--- src/logic/pwm_pkg.sv ---
// Constants shared by the enhanced PWM generator and its helpers.
// Assumes a 100 MHz core clock; one instruction cycle is four clocks.
package pwm_pkg;

    // ============================================================
    // Register indices (byte address is four times the index)
    localparam logic [7:0] IDX_IRQ_FLAGS    = 8'h0C;
    localparam logic [7:0] IDX_TIMER_COUNT  = 8'h11;
    localparam logic [7:0] IDX_TIMER_CTRL   = 8'h12;
    localparam logic [7:0] IDX_DUTY_WRITE   = 8'h15;
    localparam logic [7:0] IDX_DUTY_BUF     = 8'h16;
    localparam logic [7:0] IDX_MODULE_CTRL  = 8'h17;
    localparam logic [7:0] IDX_IRQ_EN       = 8'h8C;
    localparam logic [7:0] IDX_PERIOD_LIMIT = 8'h92;
    localparam logic [7:0] IDX_DEADBAND     = 8'h1C;
    localparam int         ADDR_HI_LSB      = 10;

    // ============================================================
    // Field positions and masks
    localparam int         TC_POST_LSB    = 3;
    localparam int         TC_ON_BIT      = 2;
    localparam int         MC_CFG_LSB     = 6;
    localparam int         MC_DUTY_LSB    = 4;
    localparam int         MC_POL_AC_BIT  = 1;
    localparam int         MC_POL_BD_BIT  = 0;
    localparam int         FLAG_TIMER_BIT = 1;
    localparam logic [7:0] IRQ_MASK       = 8'h47;
    localparam logic [7:0] TC_MASK        = 8'h7F;

    // ============================================================
    // Reset values
    localparam logic [7:0] RST_ZERO         = 8'h00;
    localparam logic [7:0] RST_PERIOD_LIMIT = 8'hFF;

    // ============================================================
    // Encodings
    localparam logic [1:0] CFG_SINGLE   = 2'h0;
    localparam logic [1:0] CFG_FWD      = 2'h1;
    localparam logic [1:0] CFG_HALF     = 2'h2;
    localparam logic [1:0] CFG_REV      = 2'h3;
    localparam logic [1:0] MODE_PWM_HI  = 2'h3;
    localparam logic [1:0] PRE_DIV1     = 2'h0;
    localparam logic [1:0] PRE_DIV4     = 2'h1;
    localparam logic [1:0] HTRANS_NONSEQ = 2'h2;

    // ============================================================
    // Timing
    localparam int         CLK_PERIOD_NS   = 10;
    localparam int         INSTR_NS        = 40;
    localparam int         CLKS_PER_INSTR  = INSTR_NS / CLK_PERIOD_NS;
    localparam logic [1:0] PHASE_LAST      = 2'(CLKS_PER_INSTR - 1);
    localparam int         ENH_LAG         = CLKS_PER_INSTR;

endpackage : pwm_pkg

--- src/logic/pwm_deadband.sv ---
// Delays the rising (inactive to active) edge of one bridge leg.
// Falling edges pass at once so the leg never overlaps its partner.
`timescale 1ns/1ps
`default_nettype none
module pwm_deadband (
    input  wire logic       clk,
    input  wire logic       rst_n,
    input  wire logic       mod_in,
    input  wire logic [6:0] delay,
    output logic            mod_out
);

    logic [8:0] cnt_q;
    logic [8:0] cnt_d;
    logic       out_q;
    logic       out_d;

    // ============================================================
    // Turn-on delay counter
    always_comb begin
        cnt_d = cnt_q;
        out_d = out_q;
        if (!mod_in) begin
            cnt_d = {delay, 2'h0};
            out_d = 1'b0;
        end else if (cnt_q == 9'h000) begin
            out_d = 1'b1;
        end else begin
            cnt_d = cnt_q - 9'h001;
        end
    end

    always_ff @(posedge clk) begin
        if (!rst_n) begin
            cnt_q <= 9'h000;
            out_q <= 1'b0;
        end else begin
            cnt_q <= cnt_d;
            out_q <= out_d;
        end
    end

    assign mod_out = out_q;

endmodule : pwm_deadband
`default_nettype wire

--- src/logic/pwm_generator.sv ---
// Enhanced PWM generator: period timer, double-buffered duty compare,
// four-pin output stage with polarity, dead band, AHB-Lite registers.
// Assumes a single AHB-Lite master and one 100 MHz clock domain.
//
// Local design decision: the AHB-Lite register port.
`timescale 1ns/1ps
`default_nettype none

module pwm_generator
    import pwm_pkg::*;
(
    input  wire logic        clk,
    input  wire logic        rst_n,
    input  wire logic        hsel,
    input  wire logic [31:0] haddr,
    input  wire logic [1:0]  htrans,
    input  wire logic        hwrite,
    input  wire logic [2:0]  hsize,
    input  wire logic [31:0] hwdata,
    input  wire logic        hready,
    output logic             hreadyout,
    output logic             hresp,
    output logic [31:0]      hrdata,
    output logic             main_pwm_pin,
    output logic             bridge_out_b,
    output logic             bridge_out_c,
    output logic             bridge_out_d,
    output logic [3:0]       pin_drive
);

    // ============================================================
    // Register state
    logic [7:0]  irq_flags_q, irq_flags_d;
    logic [7:0]  timer_count_q, timer_count_d;
    logic [7:0]  timer_ctrl_q, timer_ctrl_d;
    logic [7:0]  duty_write_q, duty_write_d;
    logic [7:0]  duty_buf_q, duty_buf_d;
    logic [1:0]  duty_lat_q, duty_lat_d;
    logic [7:0]  module_ctrl_q, module_ctrl_d;
    logic [7:0]  irq_en_q, irq_en_d;
    logic [7:0]  period_limit_q, period_limit_d;
    logic [7:0]  deadband_q, deadband_d;
    logic [3:0]  post_cnt_q, post_cnt_d;

    // Bus state
    logic        wr_pend_q, wr_pend_d;
    logic        rd_wait_q, rd_wait_d;
    logic [7:0]  idx_q, idx_d;
    logic        hit_q, hit_d;
    logic [31:0] hrdata_q, hrdata_d;

    // Waveform state
    logic [1:0]  phase_q, phase_d;
    logic        start_q, start_d;
    logic        std_q, std_d;
    logic [ENH_LAG-1:0] lag_q, lag_d;
    logic [3:0]  cfg_q, cfg_d;
    logic        enh_on_q, enh_on_d;
    logic [6:0]  db_q, db_d;
    logic [3:0]  pins_q, pins_d;
    logic [3:0]  drive_q, drive_d;

    // Combinational helpers
    logic        instr_tick;
    logic        timer_tick;
    logic [1:0]  ext_bits;
    logic        timer_on;
    logic        period_match;
    logic        duty_match;
    logic        pwm_mode;
    logic        accept;
    logic        wr_en;
    logic [7:0]  wdat;
    logic [7:0]  rd_val;
    logic [9:0]  duty_next;
    logic        half_a;
    logic        half_b;
    logic        mod;
    logic [3:0]  act;

    // ============================================================
    // Instruction-cycle phase and prescaler
    assign instr_tick = (phase_q == PHASE_LAST);
    assign timer_on   = timer_ctrl_q[TC_ON_BIT];

    pwm_prescaler u_prescaler (
        .clk             (clk),
        .rst_n           (rst_n),
        .instr_tick      (instr_tick),
        .run             (timer_on),
        .prescale_select (timer_ctrl_q[1:0]),
        .phase           (phase_q),
        .timer_tick      (timer_tick),
        .ext_bits        (ext_bits)
    );

    // ============================================================
    // AHB-Lite slave: writes zero-wait, reads one wait state
    // The wait lets a read that follows a write see the new value.
    assign accept = hsel & hready & htrans[1];
    assign wr_en  = wr_pend_q & hit_q;
    assign wdat   = hwdata[7:0];

    always_comb begin
        idx_d     = idx_q;
        hit_d     = hit_q;
        wr_pend_d = 1'b0;
        rd_wait_d = 1'b0;
        if (accept) begin
            idx_d     = haddr[9:2];
            hit_d     = (haddr[31:ADDR_HI_LSB] == '0) && (haddr[1:0] == 2'h0);
            wr_pend_d = hwrite;
            rd_wait_d = ~hwrite;
        end
    end

    always_comb begin
        rd_val = 8'h00;
        case (idx_q)
            IDX_IRQ_FLAGS:    rd_val = irq_flags_q;
            IDX_TIMER_COUNT:  rd_val = timer_count_q;
            IDX_TIMER_CTRL:   rd_val = timer_ctrl_q;
            IDX_DUTY_WRITE:   rd_val = duty_write_q;
            IDX_DUTY_BUF:     rd_val = duty_buf_q;
            IDX_MODULE_CTRL:  rd_val = module_ctrl_q;
            IDX_IRQ_EN:       rd_val = irq_en_q;
            IDX_PERIOD_LIMIT: rd_val = period_limit_q;
            IDX_DEADBAND:     rd_val = deadband_q;
            default:          rd_val = 8'h00;
        endcase
        hrdata_d = hrdata_q;
        if (rd_wait_q) begin
            hrdata_d = hit_q ? {24'h000000, rd_val} : 32'h00000000;
        end
    end

    assign hreadyout = ~rd_wait_q;
    assign hresp     = 1'b0;
    assign hrdata    = hrdata_q;

    // ============================================================
    // Period timer, duty buffering and postscaled flag
    // Modes 11xx select PWM
    assign pwm_mode     = (module_ctrl_q[3:2] == MODE_PWM_HI);
    assign period_match = timer_tick & (timer_count_q == period_limit_q);
    // Ten-bit duty from byte and bits 5:4
    assign duty_next    = {duty_write_q, module_ctrl_q[MC_DUTY_LSB+1:MC_DUTY_LSB]};
    // Never equal when duty exceeds period
    assign duty_match   = ({duty_buf_q, duty_lat_q} == {timer_count_q, ext_bits});

    always_comb begin
        irq_flags_d    = irq_flags_q;
        timer_count_d  = timer_count_q;
        timer_ctrl_d   = timer_ctrl_q;
        duty_write_d   = duty_write_q;
        duty_buf_d     = duty_buf_q;
        duty_lat_d     = duty_lat_q;
        module_ctrl_d  = module_ctrl_q;
        irq_en_d       = irq_en_q;
        period_limit_d = period_limit_q;
        deadband_d     = deadband_q;
        post_cnt_d     = post_cnt_q;
        // Writes land in the bus registers; duty_buf_q is never written from the bus
        if (wr_en) begin
            case (idx_q)
                IDX_IRQ_FLAGS:    irq_flags_d    = wdat & IRQ_MASK;
                IDX_TIMER_COUNT:  timer_count_d  = wdat;
                IDX_TIMER_CTRL:   timer_ctrl_d   = wdat & TC_MASK;
                IDX_DUTY_WRITE:   duty_write_d   = wdat;
                IDX_MODULE_CTRL:  module_ctrl_d  = wdat;
                IDX_IRQ_EN:       irq_en_d       = wdat & IRQ_MASK;
                IDX_PERIOD_LIMIT: period_limit_d = wdat;
                IDX_DEADBAND:     deadband_d     = wdat;
                default:          irq_en_d       = irq_en_q;
            endcase
        end
        // Advance on prescaled tick while on
        if (!(wr_en && idx_q == IDX_TIMER_COUNT) && timer_tick) begin
            // Match clears on the next increment
            timer_count_d = period_match ? 8'h00 : timer_count_q + 8'h01;
        end
        if (period_match && pwm_mode) begin
            duty_buf_d = duty_next[9:2];
            duty_lat_d = duty_next[1:0];
        end
        if (period_match) begin
            if (post_cnt_q == timer_ctrl_q[TC_POST_LSB+3:TC_POST_LSB]) begin
                post_cnt_d                  = 4'h0;
                irq_flags_d[FLAG_TIMER_BIT] = 1'b1;
            end else begin
                post_cnt_d = post_cnt_q + 4'h1;
            end
        end
    end

    // ============================================================
    // Standard waveform
    always_comb begin
        phase_d = phase_q + 2'h1;
        start_d = period_match;
        std_d   = std_q;
        lag_d   = {lag_q[ENH_LAG-2:0], std_q};
        if (!pwm_mode) begin
            std_d = 1'b0;
        // Set at period start unless zero duty
        // Only prescaler and limit shape the period
        end else if (start_q) begin
            std_d = ({duty_buf_q, duty_lat_q} != 10'h000);
        end else if (duty_match) begin
            std_d = 1'b0;
        end
    end

    // ============================================================
    // Enhanced stage: buffered controls, lag, dead band, polarity
    always_comb begin
        cfg_d    = cfg_q;
        enh_on_d = enh_on_q;
        db_d     = db_q;
        if (period_match) begin
            cfg_d    = {module_ctrl_q[MC_CFG_LSB+1:MC_CFG_LSB],
                        module_ctrl_q[MC_POL_AC_BIT], module_ctrl_q[MC_POL_BD_BIT]};
            enh_on_d = pwm_mode;
        end
        if (!pwm_mode) begin
            enh_on_d = 1'b0;
        end
        // Dead band at duty or period boundary
        if (period_match || (std_q && duty_match)) begin
            db_d = deadband_q[6:0];
        end
    end

    assign mod    = lag_q[ENH_LAG-1];

    pwm_deadband u_db_a (
        .clk        (clk),
        .rst_n      (rst_n),
        .mod_in     (mod & enh_on_q),
        .delay      (db_q),
        .mod_out    (half_a)
    );

    pwm_deadband u_db_b (
        .clk        (clk),
        .rst_n      (rst_n),
        .mod_in     (~mod & enh_on_q),
        .delay      (db_q),
        .mod_out    (half_b)
    );

    always_comb begin
        act     = 4'h0;
        drive_d = 4'h0;
        case (cfg_q[3:2])
            CFG_SINGLE: begin
                act     = {3'h0, std_q};
                drive_d = 4'h1;
            end
            CFG_FWD: begin
                act     = {mod, 2'h0, 1'b1};
                drive_d = 4'hF;
            end
            CFG_HALF: begin
                act     = {2'h0, half_b, half_a};
                drive_d = 4'h3;
            end
            CFG_REV: begin
                act     = {1'b0, 1'b1, mod, 1'b0};
                drive_d = 4'hF;
            end
            default: act = 4'h0;
        endcase
        // Module off keeps every output low
        if (!pwm_mode || !enh_on_q) begin
            pins_d  = 4'h0;
            drive_d = pwm_mode ? 4'h1 : 4'h0;
        end else begin
            // Polarity per A/C and B/D pair
            pins_d = act ^ {cfg_q[0], cfg_q[1], cfg_q[0], cfg_q[1]};
        end
        // Until the enhanced stage turns on, the main pin follows the standard waveform
        if (pwm_mode && !enh_on_q) begin
            pins_d = {3'h0, std_q ^ module_ctrl_q[MC_POL_AC_BIT]};
        end
    end

    // ============================================================
    // Registers
    always_ff @(posedge clk) begin
        if (!rst_n) begin
            irq_flags_q    <= RST_ZERO;
            timer_count_q  <= RST_ZERO;
            timer_ctrl_q   <= RST_ZERO;
            duty_write_q   <= RST_ZERO;
            duty_buf_q     <= RST_ZERO;
            duty_lat_q     <= 2'h0;
            module_ctrl_q  <= RST_ZERO;
            irq_en_q       <= RST_ZERO;
            period_limit_q <= RST_PERIOD_LIMIT;
            deadband_q     <= RST_ZERO;
            post_cnt_q     <= 4'h0;
            wr_pend_q      <= 1'b0;
            rd_wait_q      <= 1'b0;
            idx_q          <= 8'h00;
            hit_q          <= 1'b0;
            hrdata_q       <= 32'h00000000;
            phase_q        <= 2'h0;
            start_q        <= 1'b0;
            std_q          <= 1'b0;
            lag_q          <= '0;
            cfg_q          <= 4'h0;
            enh_on_q       <= 1'b0;
            db_q           <= 7'h00;
            pins_q         <= 4'h0;
            drive_q        <= 4'h0;
        end else begin
            irq_flags_q    <= irq_flags_d;
            timer_count_q  <= timer_count_d;
            timer_ctrl_q   <= timer_ctrl_d;
            duty_write_q   <= duty_write_d;
            duty_buf_q     <= duty_buf_d;
            duty_lat_q     <= duty_lat_d;
            module_ctrl_q  <= module_ctrl_d;
            irq_en_q       <= irq_en_d;
            period_limit_q <= period_limit_d;
            deadband_q     <= deadband_d;
            post_cnt_q     <= post_cnt_d;
            wr_pend_q      <= wr_pend_d;
            rd_wait_q      <= rd_wait_d;
            idx_q          <= idx_d;
            hit_q          <= hit_d;
            hrdata_q       <= hrdata_d;
            phase_q        <= phase_d;
            start_q        <= start_d;
            std_q          <= std_d;
            lag_q          <= lag_d;
            cfg_q          <= cfg_d;
            enh_on_q       <= enh_on_d;
            db_q           <= db_d;
            pins_q         <= pins_d;
            drive_q        <= drive_d;
        end
    end

    // ============================================================
    // Pins
    assign main_pwm_pin = pins_q[0];
    assign bridge_out_b = pins_q[1];
    assign bridge_out_c = pins_q[2];
    assign bridge_out_d = pins_q[3];
    assign pin_drive    = drive_q;

endmodule : pwm_generator
`default_nettype wire

--- src/logic/pwm_prescaler.sv ---
// Period-timer prescaler: divides instruction ticks by 1, 4 or 16.
// Also supplies the two bits that extend the timer for duty compare.
`timescale 1ns/1ps
`default_nettype none
module pwm_prescaler
    import pwm_pkg::*;
(
    input  wire logic       clk,
    input  wire logic       rst_n,
    input  wire logic       instr_tick,
    input  wire logic       run,
    input  wire logic [1:0] prescale_select,
    input  wire logic [1:0] phase,
    output logic            timer_tick,
    output logic [1:0]      ext_bits
);

    logic [3:0] cnt_q;
    logic [3:0] cnt_d;
    logic       wrap;

    // ============================================================
    // Division ratio
    always_comb begin
        if (prescale_select == PRE_DIV1) begin
            wrap     = 1'b1;
            ext_bits = phase;
        end else if (prescale_select == PRE_DIV4) begin
            wrap     = (cnt_q[1:0] == 2'h3);
            ext_bits = cnt_q[1:0];
        end else begin
            wrap     = (cnt_q == 4'hF);
            ext_bits = cnt_q[3:2];
        end
        timer_tick = run & instr_tick & wrap;
        cnt_d      = cnt_q;
        if (!run) begin
            cnt_d = 4'h0;
        end else if (instr_tick) begin
            cnt_d = wrap ? 4'h0 : cnt_q + 4'h1;
        end
    end

    always_ff @(posedge clk) begin
        if (!rst_n) begin
            cnt_q <= 4'h0;
        end else begin
            cnt_q <= cnt_d;
        end
    end

endmodule : pwm_prescaler
`default_nettype wire
--- config.mk ---
export PLATFORM = sky130hd
export DESIGN_NAME = pwm_generator
export DESIGN_NICKNAME = d
export VERILOG_FILES = /design/src/logic/pwm_pkg.sv /design/src/logic/pwm_deadband.sv /design/src/logic/pwm_generator.sv /design/src/logic/pwm_prescaler.sv
export SDC_FILE = /design/constraint.sdc
export NUM_CORES = 1
export LEC_CHECK = 0
export CORE_ASPECT_RATIO = 0.5
export CORE_MARGIN = 1
export CORE_UTILIZATION = 51
export DETAILED_ROUTE_END_ITERATION = 10
export DONT_BUFFER_PORTS = 1
export PLACE_DENSITY_LB_ADDON = 0.15
export SLEW_MARGIN = 20
export SYNTH_ARGS = -nofsm -noshare
export SYNTH_HDL_FRONTEND = slang
export SYNTH_HIERARCHICAL = 1
export SYNTH_SLANG_ARGS = --single-unit
--- constraint.sdc ---
create_clock -name clk -period 2.7 [get_ports clk]
set_input_delay 0.54 -clock clk [delete_from_list [all_inputs] [get_ports clk]]
set_output_delay 0.54 -clock clk [all_outputs]
set_load 0.005 [all_outputs]
# --- Word level (Yosys, flattened, before mapping) ---
# Index checks and enable logic that the tools add are counted.
classes:
  n_bitwise: 14
  n_mux: 28
  n_reduce_logical: 36
  n_eq_ne: 22
  n_addsub: 6
ops:
  columns: ["cell", "count"]
  rows:
  - ["one-hot mux 8 bit (9 select lines)", 1]
  - ["equality test 8 x 5 -> 1 bit (second input constant)", 6]
  - ["2-to-1 mux 8 bit", 5]
  - ["2-to-1 mux 9 bit", 4]
  - ["AND reduction 2 bit", 13]
  - ["logical NOT 22 bit", 1]
  - ["logical NOT 9 bit", 2]
  - ["subtractor 9 x 1 -> 9 bit (second input constant)", 2]
  - ["equality test 8 bit (second input constant)", 2]
  - ["one-hot mux 4 bit (4 select lines)", 1]
  - ["2-to-1 mux 4 bit", 3]
  - ["one-hot mux 4 bit (3 select lines)", 1]
  - ["equality test 10 bit", 1]
  - ["equality test 2 bit (second input constant)", 5]
  - ["nonzero test 10 bit", 1]
  - ["2-to-1 mux 1 bit", 9]
  - ["adder 4 x 1 -> 4 bit (second input constant)", 2]
  - ["adder 8 x 1 -> 8 bit (second input constant)", 1]
  - ["AND 1 bit", 8]
  - ["equality test 8 x 4 -> 1 bit (second input constant)", 1]
  - ["equality test 8 bit", 1]
  - ["2-to-1 mux 2 bit", 4]
  - ["logical AND 1 bit", 6]
  - ["logical NOT 2 bit", 3]
  - ["13 further kinds", 23]
word_totals:
  output_inout_bits: 42
  register_bits: 164
  word_cells: 140
  input_bits: 74

# --- Longest topological paths before layout ---
depth:
  word_depth: 7
  depth_mapped: 11
  mapped_depth_nobuf: 9

# --- By module ---
# The synthesis kept the hierarchy.
modules_own_cells:
  columns: ["module", "cells_each", "instances", "area_per_inst_um2", "seq_area_each_um2"]
  rows:
  - ["pwm_generator", 652, 1, 5594.1, 2302.2]
  - ["pwm_deadband", 62, 2, 554.3, 200.2]
  - ["pwm_prescaler", 28, 1, 246.5, 80.1]

# --- Worst setup path before layout ---
# No wires, ideal clock.
synth_timing:
  path_kind: "reg-to-reg"
  start: "register u_prescaler.cnt_q[0]"
  end: "register post_cnt_q[2]"
  period_less_slack_ns: 2.487
  setup_time_ns: 0.070
  arrival_time_ns: 2.416
  path_stages_with_launch: 11
  path_buffers: 2
  path_slack_ns: 0.213
  cell_sequence: "dfxtp_1 -> ha_1 -> nor2b_1 -> o21ai_0 -> and3_2 -> clkbuf_1 -> nand2_1 -> or3_1 -> buf_6 -> or4b_1 -> a21oi_1"
synth_between:
  elab_chain_cells: 5
  elab_cells_between_ends: 6
  cone_classes: "2 x eq/ne; 2 x mux; 2 x bitwise"
synth_lines:
  columns: ["element", "line_no", "text"]
  rows:
  - ["from (decl)", "pwm_prescaler.sv:18", "logic [3:0] cnt_q;"]
  - ["from (signal assigned)", "pwm_prescaler.sv:48", "cnt_q <= cnt_d;"]
  - ["equality test 4 bit / equality test 2 bit (equally long branches)", "pwm_prescaler.sv:32, pwm_prescaler.sv:29", null]
  - ["2-to-1 mux 1 bit (*)", "pwm_prescaler.sv:28", "end else if (prescale_select == PRE_DIV4) begin"]
  - ["2-to-1 mux 1 bit (*)", "pwm_prescaler.sv:25", "if (prescale_select == PRE_DIV1) begin"]
  - ["AND 1 bit (*)", "pwm_prescaler.sv:35", "timer_tick = run & instr_tick & wrap;"]
  - ["net timer_tick", "pwm_generator.sv:65", "logic timer_tick;"]
  - ["AND 1 bit (*)", "pwm_generator.sv:145", "assign period_match = timer_tick & (timer_count_q == period_limit_q);"]
  - ["to (signal assigned)", "pwm_generator.sv:328", "post_cnt_q <= post_cnt_d;"]
  - ["to (decl)", "pwm_generator.sv:43", "logic [3:0] post_cnt_q, post_cnt_d;"]
# The timed path passes the listed nets; every way through them passes the cells marked *.
# A chain may end at the register's enable or synchronous reset.

# --- Final worst setup path ---
# Same ends and word-level chain as after synthesis.

==> impl_metrics.ini <==
[clocking]
cts.sink_count = 139
worst_setup_hold_path_clk_slew_ns = 0.06
cts_made_buffers = 17
postCtsResizedCells = 0
cts_setup_buffers = 0
cts_tree = done
clock-root-buffer = sky130_fd_sc_hd__clkbuf_16
ctsHoldBuffers = 0
htree_levels = 4
worst_skew_pair.late_latency_ns = 0.42
clk_path_buf_depth = 2

[global_routing]
via_count_of_the_first_global_routing_pass = 5372
global_route_wire_length_before_repair_mm = 28.7
antenna_found_initial = 0
grt_overflow_total = 0
grt.total_usage_pct = 26.2
largest_net_degree_at_the_start_of_global_routing = 46

[layout]
diodes = 0
layout.cells.non_filler = 974
multi_input_comb_area_um2 = 3780
final-seq-area_um2 = 2780
fillerInstances = 1185
syn2layout_area_growth_pct = 9.11
drive_above_1_share_pct = 9.45
num-nets-final = 872
final_std_cell_area_no_fill_um2 = 7580

[drt]
drt-total-wl_mm = 17.9
drt-wirelength-per-cell_um = 18.4
drt-vias-per-instance = 6.05
drc_errors = 0
via_count = 5889
dr.pass1.iters = 5
dr.first_iter.drc_count = 446
postRouteAntennaNets = 0

[synth]
main_combinational_cell_family_by_area_after_synthesis = simple AND/OR/NAND/NOR gates
synthXorXnorAreaFrac_pct = 4.84
synth_flop_cell = sky130_fd_sc_hd__dfxtp_1
synthDistinctLibCells = 71
synthCells = 804
synth-async-reset-ratio_pct = 0
synth_fa_ha_area_share_pct = 1.08
post_synth_instance_area_um2 = 6950
synthesis.yosys.warnings = 6
synth_common_cells = sky130_fd_sc_hd__dfxtp_1 (139), sky130_fd_sc_hd__nand2_1 (87), sky130_fd_sc_hd__nor2_1 (69), sky130_fd_sc_hd__a21oi_1 (49), sky130_fd_sc_hd__mux2i_1 (48)
synthMostInstantiatedCell = sky130_fd_sc_hd__dfxtp_1
synth_seq_area_share_pct = 40.0
synth.top_cell.area_share_pct = 40.0
synth.area.mux_share_pct = 7.89
syn-mean-instance-area_um2 = 8.64
synth.area.top_cells = sky130_fd_sc_hd__dfxtp_1 (40%), sky130_fd_sc_hd__mux2i_1 (6.9%), sky130_fd_sc_hd__nand2_1 (4.7%), sky130_fd_sc_hd__nor2_1 (3.7%), sky130_fd_sc_hd__a21oi_1 (3.5%)
synth_compound_gate_area_share_pct = 16.9
ys_ff_latch = 139
synthSimpleGateAreaFrac_pct = 22.2
synth_edf_count = 0
netlist.top_cell.by_area = sky130_fd_sc_hd__dfxtp_1

[power]
pwr-share-seq_pct = 45.3
clockPowerShare_pct = 51.9
ir_drop_mv = 0.387
power.density_cell_area_nw_per_um2 = 607
netsw_uw = 1010
p_leak_uw = 0.00297
combPwrFrac_pct = 2.8
p_sw_share_pct = 22.1
p_int_uw = 3580
report.power.total_uw = 4600

[timing]
worst_pin_slew_ns = 0.868
max_freq_mhz = 410
holdWs_ns = 0.189
final-setup-viol-count = 0
rsz0062_at_grt = false
fin_crit_sh_pct = 90.3
finalSetupTns_ns = 0
final_critical_delay_including_setup_and_external_delays_ns = 2.44
drv_slew = 0
setup_skew_ns = 0.0145
timing_hold_violations_final = 0
worst_slew_margin_rel_pct = 41.6

[worst_setup_path]
worstSetupStartpointType = flip-flop
cp_slowest_cell = sky130_fd_sc_hd__or3_1
startpoint_of_the_worst_register_to_register_path = u_prescaler/cnt_q[0]
critical_path.max_fanout = 10
cp.arrival_ns = 2.79
worst-setup-path-type = flip-flop to flip-flop
end_kind = flip-flop
crit_chain = ha_1 -> nor2b_1 -> o21ai_0 -> and3_2 -> nand2_1 -> or3_1 -> or4b_1 -> a21oi_1
setup.worst_path.start = u_prescaler/cnt_q[0]
max_stage_delay_ns = 0.50
critical_path_required_ns = 3.05

[die]
num_io_pins = 116
floorplan.core_area_um2 = 13000
floorplan.rows = 29
die_h_um = 84.5
initial_core_util_pct = 53.5
area_of_the_die_um2 = 14100
die-width_um = 167

[placement]
gp_congestion = 0.895
post-place-cells = 943
placement.io_buffers = 0
placement.cell_area_um2 = 6990
hpwlAfterDp_mm = 12.7

[outcome]
outcome = complete, no violations

[hold_path]
hold_start = hwrite
holdCritPathClass = input pin to flip-flop

[job]
cap_viol_max_count = 0
==> logic make-up (layout without fill, tap and decap cells) <==
logic type               Yosys count  count (layout)
AND/OR/NAND/NOR                  304             304
AO/OA/AOI/OAI                    175             175
flip-flops                       139             139
buffers and inverters             90              66
multiplexers                      54              54
XOR/XNOR                          35              35
adder cells (fa/ha/maj)            6               6
other                              1              25
==> placed cells by master, fill, tap and decap left out, drive strengths merged, types with 8 or more instances in the layout <==
cell type	Yosys	routed
mux2i	48	48
nand3	34	34
conb	1	25
nand4	8	8
a21boi	9	9
buf	45	18
inv	16	17
nor3	18	18
nand2b	11	11
nor4	17	17
a22oi	11	11
o21ai	36	36
xnor2	13	13
dfxtp	139	139
a21oi	49	49
clkbuf	28	21
and3	8	8
nand2	87	87
nor2	69	69
xor2	22	22
==> metrics by stage <==
stage / utilization (%) / setup WS (ns)
3_5_place_dp: 53.8 / 0.303
4_1_cts: 58.4 / 0.286
6_report: 58.4 / 0.263
5_1_grt: 58.4 / 0.0453
3_3_place_gp: 53.8 / 0.322
2_1_floorplan: - / 0.213
==> layout make-up <==
cell class | count | area share [%]
repair buffers | 18 | 1.95
well taps | 170 | 2.81
clock buffers | 21 | 5.94
multi-input cells | 599 | 49.9
flip-flops and latches | 139 | 36.7
clock inverters | 10 | 1.90
inverters | 17 | 0.842
==> flip-flops by register name (all words and copies together), names as in the netlist, 7 cells and up <==
register	count
timer_ctrl_q	7
deadband_q	8
u_db_a/cnt_q	9
duty_buf_q	8
period_limit_q	8
hrdata	8
module_ctrl_q	8
db_q	7
u_db_b/cnt_q	9
duty_write_q	8
timer_count_q	8
idx_q	8
==> power by group through the flow <==
stage | clock network, uW | registers, uW | logic (uW)
floorplan | 0 | 2120 | 142
finish | 2390 | 2080 | 130
global route | 2490 | 2090 | 143
global placement | 0 | 2130 | 126
CTS | 2400 | 2080 | 128
detailed placement | 0 | 2130 | 128
==> worst max-delay path: cells and delay by family (launching register included) <==
kind / cells / cell delay [ns]
compound gates: 2 / 0.27
fa+ha+maj: 1 / 0.22
simple gates: 5 / 1.47
flops: 1 / 0.39
==> worst paths after layout <==
check | endpoint | slack [ns] | cells past startpoint
worst max-delay path | post_cnt_q[2] | 0.26 | 8
worst min register to register | lag_q[3] | 0.43 | 1
worst min-delay path | rd_wait_q | 0.19 | 1
worst max register to register | post_cnt_q[2] | 0.26 | 8
==> per-layer routing <==
| metal | GRT usage, % | wire length, um |
|---|---|---|
| met5 | 0 | 0 |
| met4 | 8.00 | 250 |
| met3 | 6.88 | 1520 |
| met2 | 39.3 | 7660 |
| met1 | 36.8 | 8510 |
Power figures use the tool's default switching activity.
